File: src/common/rstack_regs.svh
`ifndef RSTACK_REGS_SVH
`define RSTACK_REGS_SVH

// widths of the return stack datapath
`define RSC_PC_W         21
`define RSC_SP_W         5
`define RSC_ADDR_W       8
`define RSC_IRQ_W        2

// stack pointer landmarks
`define RSC_SP_EMPTY     5'h00
`define RSC_SP_FIRST     5'h01
`define RSC_SP_PRE_FULL  5'h1E
`define RSC_SP_MAX       5'h1F
`define RSC_SP_STEP      5'h01
`define RSC_PC_STEP2     21'h000002
`define RSC_PC_ZERO      21'h000000

// register byte offsets
`define RSC_OFF_CTRL     8'h00
`define RSC_OFF_TOP_LO   8'h04
`define RSC_OFF_TOP_HI   8'h08
`define RSC_OFF_TOP_UP   8'h0C
`define RSC_OFF_CFG      8'h10
`define RSC_OFF_IRQ_STS  8'h14
`define RSC_OFF_IRQ_MSK  8'h18

// control register fields
`define RSC_CTRL_OVF_BIT 7
`define RSC_CTRL_UNF_BIT 6
`define RSC_CTRL_SP_MSB  4
`define RSC_CTRL_SP_LSB  0

// configuration, interrupt fields and reset values
`define RSC_CFG_ORE_BIT  0
`define RSC_CFG_ORE_RST  1'h1
`define RSC_IRQ_OVF_BIT  0
`define RSC_IRQ_UNF_BIT  1
`define RSC_IRQ_RST      2'h0

// byte lanes of the top entry
`define RSC_LANE_LO      2'h0
`define RSC_LANE_HI      2'h1
`define RSC_LANE_UP      2'h2

// bit ranges of the byte lanes within an entry
`define RSC_LO_MSB       7
`define RSC_LO_LSB       0
`define RSC_HI_MSB       15
`define RSC_HI_LSB       8
`define RSC_UP_MSB       20
`define RSC_UP_LSB       16
`define RSC_UP_W         5
`define RSC_UP_PAD       3'h0

// ahb encodings
`define RSC_HTRANS_ACT   1
`define RSC_WORD_ZERO    32'h00000000
`define RSC_BYTE_ZERO    8'h00

`endif

File: src/common/rstack_pkg.sv
`default_nettype none
package rstack_pkg;

    // request from the processor core, one operation per cycle
    typedef struct packed {
        logic        call;      // call: push the return address
        logic        push;      // explicit push: push the current pc
        logic        ret;       // return: pop and deliver the address
        logic        pop;       // explicit pop: discard the top entry
        logic [20:0] ret_addr;  // return address pushed by a call
        logic [20:0] pc;        // current program counter
    } core_req_s;

    // answer to the processor core
    typedef struct packed {
        logic        valid;     // one-cycle pulse after a return
        logic        underflow; // the return hit an empty stack
        logic [20:0] addr;      // address loaded into the pc
    } core_resp_s;

    // bus data phase tracking
    typedef enum logic [1:0] {
        PH_IDLE,
        PH_WRITE,
        PH_RDWAIT,
        PH_RDDONE
    } bus_phase_e;

endpackage
`default_nettype wire

File: src/hdl/return_stack_pointer_control.sv
`timescale 1ns/1ps
`default_nettype none
`include "rstack_regs.svh"

////////////////////////////////////////////////////////////////////////////////
// Functional notes
// - five-bit pointer in control bits 4..0
// - push increments then stores; pop reads then decrements
// - reset leaves the pointer at zero
// - software reads and writes the pointer field
// - thirty-one pushes raise the overflow flag
// - reset-enabled overflow stores pc+2, resets, pointer zero
// - saturating overflow holds pointer 31, entry unchanged
// - empty pop returns zero, sets underflow, pointer zero
// - underflow only redirects to zero, no reset
// - flags stay until software or power-on clears
// - push instruction stores current pc as top
// - pop instruction only decrements the pointer
// - top entry bytes readable and writable by software
// - control bit 5 always reads zero
// - flag reads one once the event happened
module return_stack_pointer_control
    import rstack_pkg::*;
(
    // clock and power-on reset
    input  wire logic                    hclk,
    input  wire logic                    hresetn,
    // ahb-lite slave
    input  wire logic                    hsel,
    input  wire logic [31:0]             haddr,
    input  wire logic [1:0]              htrans,
    input  wire logic                    hwrite,
    input  wire logic [2:0]              hsize,
    input  wire logic [31:0]             hwdata,
    input  wire logic                    hready,
    output logic                         hreadyout,
    output logic [31:0]                  hrdata,
    output logic                         hresp,
    // processor core
    input  wire rstack_pkg::core_req_s   core_req,
    output rstack_pkg::core_resp_s       core_resp,
    // system
    output logic                         device_reset_req,
    output logic                         irq
);

    ////////////////////////////////////////////////////////////////////////////
    // state
    // the entry array has no reset; a slot that software makes the top by a
    // pointer write before any push shows whatever the array held at power-up,
    // so a supervisor relocating the level should fill the slots it exposes

    bus_phase_e                ph_q;          // data phase in progress
    bus_phase_e                ph_d;
    logic [`RSC_ADDR_W-1:0]    addr_q;        // address of the data phase
    logic [31:0]               hrdata_q;      // registered read data
    logic [`RSC_SP_W-1:0]      sp_q;          // stack level
    logic [`RSC_SP_W-1:0]      sp_d;
    logic                      ovf_q;         // full or overflow flag
    logic                      unf_q;         // underflow flag
    logic                      ore_q;         // overflow reset enable
    logic [`RSC_IRQ_W-1:0]     irq_sts_q;     // sticky event bits
    logic [`RSC_IRQ_W-1:0]     irq_msk_q;     // event enables
    logic [`RSC_IRQ_W-1:0]     irq_ev;        // events of this cycle
    core_resp_s                resp_q;        // answer to the core
    logic                      dev_rst_q;     // device reset pulse
    logic [`RSC_PC_W-1:0]      mem [1:31];    // return entries

    ////////////////////////////////////////////////////////////////////////////
    // helpers

    // replace one byte lane of an entry, upper lane keeps only its low bits
    function automatic logic [`RSC_PC_W-1:0] set_lane(
        input logic [`RSC_PC_W-1:0] old,
        input logic [1:0]           lane,
        input logic [7:0]           val
    );
        logic [`RSC_PC_W-1:0] res;
        res = old;
        case (lane)
            `RSC_LANE_LO: res[`RSC_LO_MSB:`RSC_LO_LSB] = val;
            `RSC_LANE_HI: res[`RSC_HI_MSB:`RSC_HI_LSB] = val;
            // the upper lane is narrower, its spare write bits are dropped
            `RSC_LANE_UP: res[`RSC_UP_MSB:`RSC_UP_LSB] = val[`RSC_UP_W-1:0];
            default:      res        = old;
        endcase
        return res;
    endfunction

    // widen a byte-sized field to a read word
    function automatic logic [31:0] to_word(input logic [7:0] b);
        return {24'h000000, b};
    endfunction

    ////////////////////////////////////////////////////////////////////////////
    // bus decode

    // a transfer is taken only while the bus is ready; its address is kept
    // for the data phase, where write data land or the read is captured
    wire accept      = hsel & hready & htrans[`RSC_HTRANS_ACT];
    wire wr_phase    = (ph_q == PH_WRITE);
    wire rd_capture  = (ph_q == PH_RDWAIT);
    // register selects from the latched address
    wire sel_ctrl    = (addr_q == `RSC_OFF_CTRL);
    wire sel_top_lo  = (addr_q == `RSC_OFF_TOP_LO);
    wire sel_top_hi  = (addr_q == `RSC_OFF_TOP_HI);
    wire sel_top_up  = (addr_q == `RSC_OFF_TOP_UP);
    wire sel_cfg     = (addr_q == `RSC_OFF_CFG);
    wire sel_sts     = (addr_q == `RSC_OFF_IRQ_STS);
    wire sel_msk     = (addr_q == `RSC_OFF_IRQ_MSK);
    // write strobes exist only in the data phase of a write
    wire sel_top     = sel_top_lo | sel_top_hi | sel_top_up;
    wire wr_ctrl     = wr_phase & sel_ctrl;
    wire wr_top      = wr_phase & sel_top;
    wire wr_cfg      = wr_phase & sel_cfg;
    wire wr_msk      = wr_phase & sel_msk;
    wire rd_sts      = rd_capture & sel_sts;

    // byte lane picked by the top entry register addressed
    wire [1:0] top_lane = sel_top_up ? `RSC_LANE_UP :
                          sel_top_hi ? `RSC_LANE_HI : `RSC_LANE_LO;

    // reads stall one cycle so a write just before is already visible
    assign hreadyout = (ph_q != PH_RDWAIT);
    // no error response: unmapped offsets read zero and ignore writes
    assign hresp     = 1'h0;
    assign hrdata    = hrdata_q;

    ////////////////////////////////////////////////////////////////////////////
    // core operation decode

    // a push wins when the core raises a push and a pop in one cycle;
    // a return is a pop that also answers with the popped address
    wire is_push   = core_req.call | core_req.push;
    wire is_ret    = ~is_push & core_req.ret;
    wire is_pop    = ~is_push & (core_req.ret | core_req.pop);
    // pointer landmarks: empty, one below full, and saturated
    wire sp_empty  = (sp_q == `RSC_SP_EMPTY);
    wire sp_pre    = (sp_q == `RSC_SP_PRE_FULL);
    wire sp_max    = (sp_q == `RSC_SP_MAX);

    // a call pushes its return address, a push instruction the current pc
    wire [`RSC_PC_W-1:0] push_val = core_req.call ? core_req.ret_addr
                                                  : core_req.pc;

    // 31st push or any push beyond it marks the stack full
    wire ovf_event = is_push & (sp_pre | sp_max);
    // the 31st push under reset enable stores pc+2 and resets
    wire ovf_reset = is_push & sp_pre & ore_q;
    // a pop on an empty stack underflows
    wire unf_event = is_pop & sp_empty;

    // pointer after a push, computed first so the store lands above
    wire [`RSC_SP_W-1:0] sp_inc = sp_q + `RSC_SP_STEP;
    wire [`RSC_SP_W-1:0] sp_dec = sp_q - `RSC_SP_STEP;

    // entry store: never once the stack is saturated at 31
    wire mem_core_we = is_push & ~sp_max;
    wire [`RSC_PC_W-1:0] mem_core_val = ovf_reset ? core_req.pc + `RSC_PC_STEP2
                                                  : push_val;

    // software top entry write only lands on an occupied slot
    // a core push that stores an entry in the same cycle wins and the software byte is lost
    wire mem_sw_we = wr_top & ~sp_empty & ~mem_core_we;

    // top of stack, zero when empty
    wire [`RSC_PC_W-1:0] top_val = sp_empty ? `RSC_PC_ZERO : mem[sp_q];

    ////////////////////////////////////////////////////////////////////////////
    // pointer next value

    // core operations win over a software pointer write in the same cycle;
    // the flag bits of that write still take effect
    always_comb begin
        sp_d = sp_q;
        if (is_push) begin
            if (ovf_reset) begin
                // device reset leaves the pointer at zero
                sp_d = `RSC_SP_EMPTY;
            end else if (sp_max) begin
                // saturated: pointer stays at 31
                sp_d = `RSC_SP_MAX;
            end else begin
                // increment before the store
                sp_d = sp_inc;
            end
        end else if (is_pop) begin
            if (sp_empty) begin
                // empty pop holds the pointer at zero
                sp_d = `RSC_SP_EMPTY;
            end else begin
                // return and pop instruction both drop one level
                sp_d = sp_dec;
            end
        end else if (wr_ctrl) begin
            // supervisor relocates the stack level
            sp_d = hwdata[`RSC_CTRL_SP_MSB:`RSC_CTRL_SP_LSB];
        end
    end

    ////////////////////////////////////////////////////////////////////////////
    // bus phase next value

    // reads stall one cycle, writes none; no transfer is taken while a read
    // is stalled because hready is then low
    always_comb begin
        ph_d = PH_IDLE;
        if (ph_q == PH_RDWAIT) begin
            // finish the stalled read
            ph_d = PH_RDDONE;
        end else if (accept) begin
            // start a data phase
            ph_d = hwrite ? PH_WRITE : PH_RDWAIT;
        end
    end

    ////////////////////////////////////////////////////////////////////////////
    // bus phase and address

    always_ff @(posedge hclk or negedge hresetn) begin
        if (!hresetn) begin
            // bus idle and ready out of reset
            ph_q   <= PH_IDLE;
            addr_q <= `RSC_OFF_CTRL;
        end else begin
            ph_q <= ph_d;
            if (accept) begin
                // only the low address byte selects a register
                addr_q <= haddr[`RSC_ADDR_W-1:0];
            end
        end
    end

    ////////////////////////////////////////////////////////////////////////////
    // read data mux

    // bit 5 of the control register is unimplemented and reads zero
    wire [7:0] ctrl_rd = {ovf_q, unf_q, 1'h0, sp_q};

    // upper bits of every register and every unmapped offset read zero
    wire [31:0] rd_word =
        sel_ctrl   ? to_word(ctrl_rd) :
        sel_top_lo ? to_word(top_val[`RSC_LO_MSB:`RSC_LO_LSB]) :
        sel_top_hi ? to_word(top_val[`RSC_HI_MSB:`RSC_HI_LSB]) :
        sel_top_up ? to_word({`RSC_UP_PAD, top_val[`RSC_UP_MSB:`RSC_UP_LSB]}) :
        sel_cfg    ? {31'h00000000, ore_q} :
        sel_sts    ? {30'h00000000, irq_sts_q} :
        sel_msk    ? {30'h00000000, irq_msk_q} :
                     `RSC_WORD_ZERO;

    // capture read data in the stall cycle
    always_ff @(posedge hclk or negedge hresetn) begin
        if (!hresetn) begin
            hrdata_q <= `RSC_WORD_ZERO;
        end else if (rd_capture) begin
            // stands on the bus until the next read is captured
            hrdata_q <= rd_word;
        end
    end

    ////////////////////////////////////////////////////////////////////////////
    // stack pointer

    always_ff @(posedge hclk or negedge hresetn) begin
        if (!hresetn) begin
            sp_q <= `RSC_SP_EMPTY;
        end else begin
            // five bits hold every level from 0 to 31
            sp_q <= sp_d;
        end
    end

    ////////////////////////////////////////////////////////////////////////////
    // status flags: set wins over a software clear in the same cycle

    always_ff @(posedge hclk or negedge hresetn) begin
        if (!hresetn) begin
            // only the power-on reset clears the flags in hardware
            ovf_q <= 1'h0;
            unf_q <= 1'h0;
        end else begin
            // writing zero clears, writing one never sets
            if (ovf_event) begin
                // also set by the reset-enabled overflow, which keeps it
                ovf_q <= 1'h1;
            end else if (wr_ctrl && !hwdata[`RSC_CTRL_OVF_BIT]) begin
                ovf_q <= 1'h0;
            end
            if (unf_event) begin
                unf_q <= 1'h1;
            end else if (wr_ctrl && !hwdata[`RSC_CTRL_UNF_BIT]) begin
                unf_q <= 1'h0;
            end
        end
    end

    ////////////////////////////////////////////////////////////////////////////
    // configuration

    always_ff @(posedge hclk or negedge hresetn) begin
        if (!hresetn) begin
            // reset value picks the device reset on overflow
            ore_q <= `RSC_CFG_ORE_RST;
        end else if (wr_cfg) begin
            ore_q <= hwdata[`RSC_CFG_ORE_BIT];
        end
    end

    ////////////////////////////////////////////////////////////////////////////
    // return entries, one write per cycle

    // no reset: the pointer alone says which slots are live
    always_ff @(posedge hclk) begin
        if (mem_core_we) begin
            // store at the incremented level
            mem[sp_inc] <= mem_core_val;
        end else if (mem_sw_we) begin
            // software rewrites one byte of the top entry
            mem[sp_q] <= set_lane(mem[sp_q], top_lane, hwdata[`RSC_LO_MSB:`RSC_LO_LSB]);
        end
    end

    ////////////////////////////////////////////////////////////////////////////
    // answer to the core and device reset request

    always_ff @(posedge hclk or negedge hresetn) begin
        if (!hresetn) begin
            resp_q    <= '0;
            dev_rst_q <= 1'h0;
        end else begin
            // registered answer: the core sees it one cycle after the return
            resp_q.valid     <= is_ret;
            // an underflow redirects to zero and never asks for a reset
            resp_q.underflow <= is_ret & sp_empty;
            // read before decrement; empty delivers address zero
            if (is_ret) begin
                resp_q.addr <= top_val;
            end
            // only the reset-enabled overflow asks for a device reset; the
            // block itself keeps its flags and settings but drops its pointer to zero; only hresetn clears the rest
            dev_rst_q <= ovf_reset;
        end
    end

    assign core_resp        = resp_q;
    assign device_reset_req = dev_rst_q;

    ////////////////////////////////////////////////////////////////////////////
    // interrupts: sticky events, cleared by reading the status register

    // the status register keeps the bit order of the mask register
    assign irq_ev[`RSC_IRQ_OVF_BIT] = ovf_event;
    assign irq_ev[`RSC_IRQ_UNF_BIT] = unf_event;

    always_ff @(posedge hclk or negedge hresetn) begin
        if (!hresetn) begin
            irq_sts_q <= `RSC_IRQ_RST;
            irq_msk_q <= `RSC_IRQ_RST;
        end else begin
            // a new event survives the clearing read
            irq_sts_q <= (rd_sts ? `RSC_IRQ_RST : irq_sts_q) | irq_ev;
            // mask register reads back as written
            if (wr_msk) begin
                irq_msk_q <= hwdata[`RSC_IRQ_W-1:0];
            end
        end
    end

    // level interrupt while any unmasked event is pending
    assign irq = |(irq_sts_q & irq_msk_q);

endmodule
`default_nettype wire

File: config.mk
export PLATFORM = sky130hd
export DESIGN_NAME = return_stack_pointer_control
export DESIGN_NICKNAME = d
export VERILOG_FILES = /design/src/common/rstack_pkg.sv /design/src/hdl/return_stack_pointer_control.sv
export VERILOG_INCLUDE_DIRS = /design/src /design/src/common
export SDC_FILE = /design/constraint.sdc
export NUM_CORES = 1
export LEC_CHECK = 0
export ABC_AREA = 1
export BUFFER_PORTS_ARGS = -buffer_cell sky130_fd_sc_hd__buf_2
export CORE_MARGIN = 1.5
export CORE_UTILIZATION = 45
export DETAILED_ROUTE_END_ITERATION = 16
export PLACE_DENSITY = 0.69
export SLEW_MARGIN = 15
export SYNTH_ARGS = -nofsm -noshare
export SYNTH_HDL_FRONTEND = slang
export SYNTH_SLANG_ARGS = --single-unit
File: constraint.sdc
create_clock -name hclk -period 8.05 [get_ports hclk]
set_clock_uncertainty 0.05 [all_clocks]
set_input_delay 0.805 -clock hclk [delete_from_list [all_inputs] [get_ports hclk]]
set_output_delay 0.805 -clock hclk [all_outputs]
set_load 0.02 [all_outputs]
* Word-level counts from Yosys, hierarchy flattened
Memory sizes are Yosys's and may differ from the RTL's. Index checks and enable logic that the tools add are counted.
Word-level totals: latch bits 0, memories kept 1, RAM bits 651, flip-flop bits (word level) 78, bits in read-only memories 0
Memory list:
- mem | words 31, width 21, rd ports 1, clocked after memory_dff 0, write ports 1, RTL line return_stack_pointer_control.sv:67 | logic [`RSC_PC_W-1:0] mem [1:31];
Cells by class: bitwise gates (word level) 28, reduce and logical (&&, ||, !) cells 12, divide/modulo/power cells 0, equality and inequality tests 13, mux-type cells 43, $mul 0, magnitude comparators 0, shifts and indexed selects 0, add/sub/neg operators 3
Operators with widths (number):
- $mux W21 | 4
- $mux W8 | 9
- $mux W5 | 11
- $eq A8 B5 Y1 const B | 3
- $add A21 B2 Y21 const B | 1
- $reduce_or A21 Y1 | 1
- $and A1 B1 Y1 | 17
- $eq A8 B4 Y1 const B | 2
- $mux W2 | 8
- $mux W1 | 11
- $eq A5 B5 Y1 const B | 2
- $eq A8 B3 Y1 const B | 1
- $logic_not A8 Y1 | 1
- $add A5 B1 Y5 const B | 1
- $logic_not A5 Y1 | 1
- $or A1 B1 Y1 | 5
- $sub A5 B1 Y5 const B | 1
- $eq A2 B1 Y1 const B | 2
- $eq A2 B2 Y1 const B | 2
- $not A1 Y1 | 4
- $reduce_bool A2 Y1 | 2
- $reduce_bool A3 Y1 | 1
- $and A2 B2 Y2 | 1
- $logic_and A1 B1 Y1 | 2
- 5 further kinds | 6

* Depth between registers and ports, before layout
depth after elaboration 11, mapped depth 16, gate-level depth less buffers 15

* Worst setup path before layout
Ideal clock, no wire load.
kind register to register, from register sp_q[0], to memory mem[10][1] (netlist bit) (data pin), stages on the path, launching flop included 13, arrival time 3.457 ns, setup slack 4.097 ns, path through dfrtp_1 -> clkinv_1 -> clkbuf_1 -> clkbuf_1 -> buf_1 -> ha_1 -> nand3_2 -> clkinv_1 -> nor2_1 -> nand3_2 -> inv_1 -> o21ai_0 -> o21ai_0
Between the ends: cells in the longest elaborated chain, start to end 10, elaborated cells between the ends (all ways) 21
RTL lines:
- from (decl) | RTL line return_stack_pointer_control.sv:57 | logic [`RSC_SP_W-1:0] sp_q;
- from (signal assigned) | RTL line return_stack_pointer_control.sv:266 | sp_q <= `RSC_SP_EMPTY;
- from (signal assigned) | RTL line return_stack_pointer_control.sv:269 | sp_q <= sp_d;
- $eq A5 B5 Y1 (no source line)
- $not A1 Y1 | RTL line return_stack_pointer_control.sv:158 | wire mem_core_we = is_push & ~sp_max;
- $and A1 B1 Y1 | RTL line return_stack_pointer_control.sv:158
- $not A1 Y1 | RTL line return_stack_pointer_control.sv:164 | wire mem_sw_we = wr_top & ~sp_empty & ~mem_core_we;
- $and A1 B1 Y1 | RTL line return_stack_pointer_control.sv:164
- $mux W1 | RTL line return_stack_pointer_control.sv:317 | end else if (mem_sw_we) begin
- $mux W1 | RTL line return_stack_pointer_control.sv:314 | if (mem_core_we) begin
- $mux W1 | RTL line return_stack_pointer_control.sv:319 | mem[sp_q] <= set_lane(mem[sp_q], top_lane, hwdata[`RSC_LO_MSB:`RSC_LO_LSB]);
- $reduce_or A21 Y1 (no source line)
- $mux W21 (no source line) *
- to (decl) | RTL line return_stack_pointer_control.sv:67
Every way passes the cells marked *; elsewhere a longest branch is shown, timed or not. The select of a mux whose other input is x is not followed.

* Worst setup path after layout
from register sp_q[0], to memory mem[24][9] (netlist bit) (enable)
Between the ends: cells in the longest elaborated chain, start to end 10, elaborated cells between the ends (all ways) 17
RTL lines (RTL line):
- $eq A5 B5 Y1 (no source line)
- $not A1 Y1 | return_stack_pointer_control.sv:158
- $and A1 B1 Y1 | return_stack_pointer_control.sv:158
- $not A1 Y1 | return_stack_pointer_control.sv:164
- $and A1 B1 Y1 | return_stack_pointer_control.sv:164
- $mux W1 | return_stack_pointer_control.sv:317
- $mux W1 | return_stack_pointer_control.sv:314
- $mux W1 | return_stack_pointer_control.sv:319
- $reduce_or A21 Y1 (no source line)
- $mux W5 (no source line) or $mux W1 (tied branches)
Several ways; a longest one is shown, not always the timed one.

==> summary.txt <==
result of the run: finished clean
Tot GR Track Use: 24.6%
number of global-route vias before repair: 20600
Placed Cells incl. Taps: 3671
Psw: 4.79 mW
CTS tree: done
maximum clock path buffer count: 3
cells taking the most area after synthesis: edfxtp_1 (65%), nand2_1 (7.2%), o21ai_0 (5.4%), nor2_1 (5.3%), dfrtp_1 (4.4%)
critical path, cell by cell: inv_8, ha_1, nand3_2, clkinv_1, nor2_1, nand3_2, inv_1, nand2_1, nand2_2, nand2_2, nor2_2, buf_4
slowest stage delay, CP: 0.98 ns
clock sinks: 705
setup total negative slack: 0 ns
clock insertion delay at the later pin of the skew report: 0.62 ns
slowest cell on the critical path: nor2_2
Layout Area Growth over Synthesis: 13.6%
via count: 21800
GRT overflow: 0
Die ar.: 68800 sq um
most used standard cells in the synthesized netlist: edfxtp_1 (651), nand2_1 (578), nor2_1 (424), o21ai_0 (326), inv_1 (128)
Setup crit end kind: flip-flop
minimum setup slack among reg-to-reg paths: 1.95 ns
post-synth top area share: 64.6%
DRC: 0
number of buffers inserted by port buffering: 101
sequential-to-total area share from yosys stat: 69.1%
count of antenna diodes in the layout: 0
Top FF cell, synth: edfxtp_1
switch share: 38.8%
Final Cycle Share: 75.8%
number of violations reported at the end of detailed-routing iteration 0: 2905
Vias per Instance: 5.72
placed standard-cell area: 32000 sq um
power density of the placed cells: 360 nW/um^2
post-synthesis async set-or-reset flop share: 7.66%
Final Wtd Congestion: 0.930
transition time of the tightest slew-check pin: 1.20 ns
number of instances in the synthesized netlist: 2778
Post-Syn Area: 30300 sq um
cell depth of the worst flop-to-flop path: 12
clock root buffer: clkbuf_16
share of power burned in the clock network: 27.1%
clock-pin slew on the worst setup and hold paths: 0.06 ns
Final Hold Viols: 0
number of buffers inserted to repair setup after CTS: 0
cts-stage hold buffer count: 0
final non-filler cell total: 3803
Synth area leader: edfxtp_1
internal power: 7.57 mW
Required @ worst endpoint: 8.33 ns
type of the worst setup path: flip-flop to flip-flop
number of synthesized flops with an enable pin: 651
FP Rows: 94
cell with the most instances after synthesis: edfxtp_1
Reg power frac: 38.3%
final-stage net count: 3009
startpoint class of the critical path: flip-flop
largest fanout of any net on the critical path: 78
detailed placer's ending HPWL: 52.3 mm
initial standard-cell utilization of the core: 45.8%
antenna-violating nets left: 0
total CTS buffers: 72
Max rail drop VDD: 0.265 mV
layout cell share with drive strength beyond 1: 13.3%
Pre-antenna DRT Iters: 5
final routed wire length divided by cell count: 22.5 microns
number of synthesized register bits: 705
Core Footprint: 66100 sq um
Leak Pwr: 12.8 nW
Max-slew headroom: 20.2%
vertical die dimension: 262 microns
Max Transition Viols Final: 0
RSZ-0062 raised after global routing: false
total of fill cells in the finished design: 5531
share of total power in combinational logic: 34.6%
global-route wire length before repair: 127 mm
I/O Pins: 179
worst min-delay path category: primary input to asynchronous set/reset pin
Die Span X: 262 microns
FMAX: 164 MHz
Hold Slack: 0.295 ns
Post-Place Setup Slack: 2.08 ns
number of instances resized during post-cts repair: 0
Routed WL: 85.5 mm
number of antenna violations at the first check in global routing: 0
WP data arrival: 6.38 ns
# setup viols final: 0
post-synthesis cell type count: 42
count of maximum capacitance violations: 0
worst setup slack after layout: 1.95 ns
H-tree Lvls: 3
maximum number of pins on one net before global-route repair: 155
number of warnings issued by yosys: 0
final critical path time including I/O delays and setup: 6.10 ns
final instance area: 34400 sq um
mean area per synthesized cell: 10.9 sq um
[final timing paths]
path	startpoint	to
setup / recovery	sp_q[0]	mem[24][9]
hold / removal	hresetn	device_reset_req
hold reg to reg	hrdata[6]	hrdata[6]
setup reg to reg	sp_q[0]	mem[24][9]
max in group asynchronous	hresetn	sp_q[1]
min in group hclk	hwrite	ph_q[1]
[sequential cells by signal, indices dropped and copies added (netlist names)]
| signal | count |
|---|---|
| mem | 651 |
| core_resp | 23 |
| addr_q | 8 |
| hrdata | 8 |
| sp_q | 5 |
| irq_msk_q | 2 |
| irq_sts_q | 2 |
| ph_q | 2 |
| device_reset_req | 1 |
| ore_q | 1 |
| ovf_q | 1 |
| unf_q | 1 |
[power by group through the flow]
| stage | Clock, mW | Combinational (mW) | Sequential (mW) |
|---|---|---|---|
| 2_1_floorplan | 0 | 2.47 | 4.81 |
| 3_3_place_gp | 0 | 4.06 | 4.79 |
| 3_5_place_dp | 0 | 4.14 | 4.81 |
| 4_1_cts | 3.39 | 4.16 | 4.73 |
| 5_1_grt | 3.53 | 4.59 | 4.77 |
| 6_report | 3.35 | 4.27 | 4.73 |
[per-layer routing]
| layer | track usage, % | up-vias | wire length (microns) |
|---|---|---|---|
| met1 | 34.5 | 10500 | 34900 |
| met4 | 10.7 | 0 | 3560 |
| met3 | 4.38 | 171 | 8790 |
| li1 | - | 9831 | - |
| met2 | 37.7 | 1248 | 38300 |
| met5 | 0 | - | 0 |
[worst max-delay path, delay by kind of cell, from the launching register on]
kind,cells,cell delay (ns)
adder cells (fa/ha/maj),1,0.35
AND/OR/NAND/NOR,7,2.86
buffers and inverters,4,1.61
flip-flops,1,0.86
[per-stage QoR]
| stage | power (mW) | utilization, % |
|---|---|---|
| 2_1_floorplan | 7.28 | - |
| 3_3_place_gp | 8.85 | 48.4 |
| 3_5_place_dp | 8.95 | 48.4 |
| 4_1_cts | 12.3 | 51.9 |
| 5_1_grt | 12.9 | 52.0 |
| 6_report | 12.4 | 52.0 |
[logic make-up (layout without fill, tap and decap cells)]
group | count (synthesis) | after routing | synth area share [%]
DFF | 705 | 705 | 69.1
buffers and inverters | 311 | 448 | 4.28
AOI/OAI and AO/OA | 524 | 524 | 9.36
adders and majority gates | 7 | 7 | 0.289
and+or+nand+nor | 1209 | 1209 | 16.3
xor gates and xnor gates | 17 | 17 | 0.492
other | 1 | 25 | 0.0124
muxes | 4 | 4 | 0.145
[cells in the final DEF, fill, tap and decap left out, types with 3 or more instances in the layout]
cell	synthesis	routed
o22ai_2	0	4
xor2_1	14	14
xnor2_1	3	3
dfrtp_1	53	51
nor2_2	4	33
ha_1	7	7
mux2_2	3	3
nand4_1	38	38
nor2_4	0	5
buf_2	19	101
inv_1	128	125
nor2_1	424	390
a32oi_2	0	6
clkbuf_16	0	76
buf_4	26	74
clkinv_2	0	15
o211ai_1	24	24
nand3_1	120	120
o22ai_1	46	42
o31ai_1	7	7
bufinv_16	0	7
nand2_2	9	9
clkbuf_1	106	11
edfxtp_1	651	651
nor3_1	11	11
conb_1	1	25
clkinv_1	7	19
a21oi_2	0	3
nand3_2	9	9
a21oi_1	102	99
inv_2	5	6
o21ai_0	326	321
or2_2	11	11
o21ai_2	0	5
clkinvlp_4	0	3
nand2_1	578	578
[cell type report]
cell class                      count  area, sq um  share of cell area, %
Sequential cell                   705        20900                   60.8
Multi-Input combinational cell   1786         8380                   24.4
Clock buffer                       91         1990                   5.78
Timing Repair Buffer              177         1090                   3.18
Tap cell                          864         1080                   3.15
Inverter                          140          536                   1.56
Clock inverter                     40          387                   1.12
No activity file was read; power rests on OpenSTA's default activity.
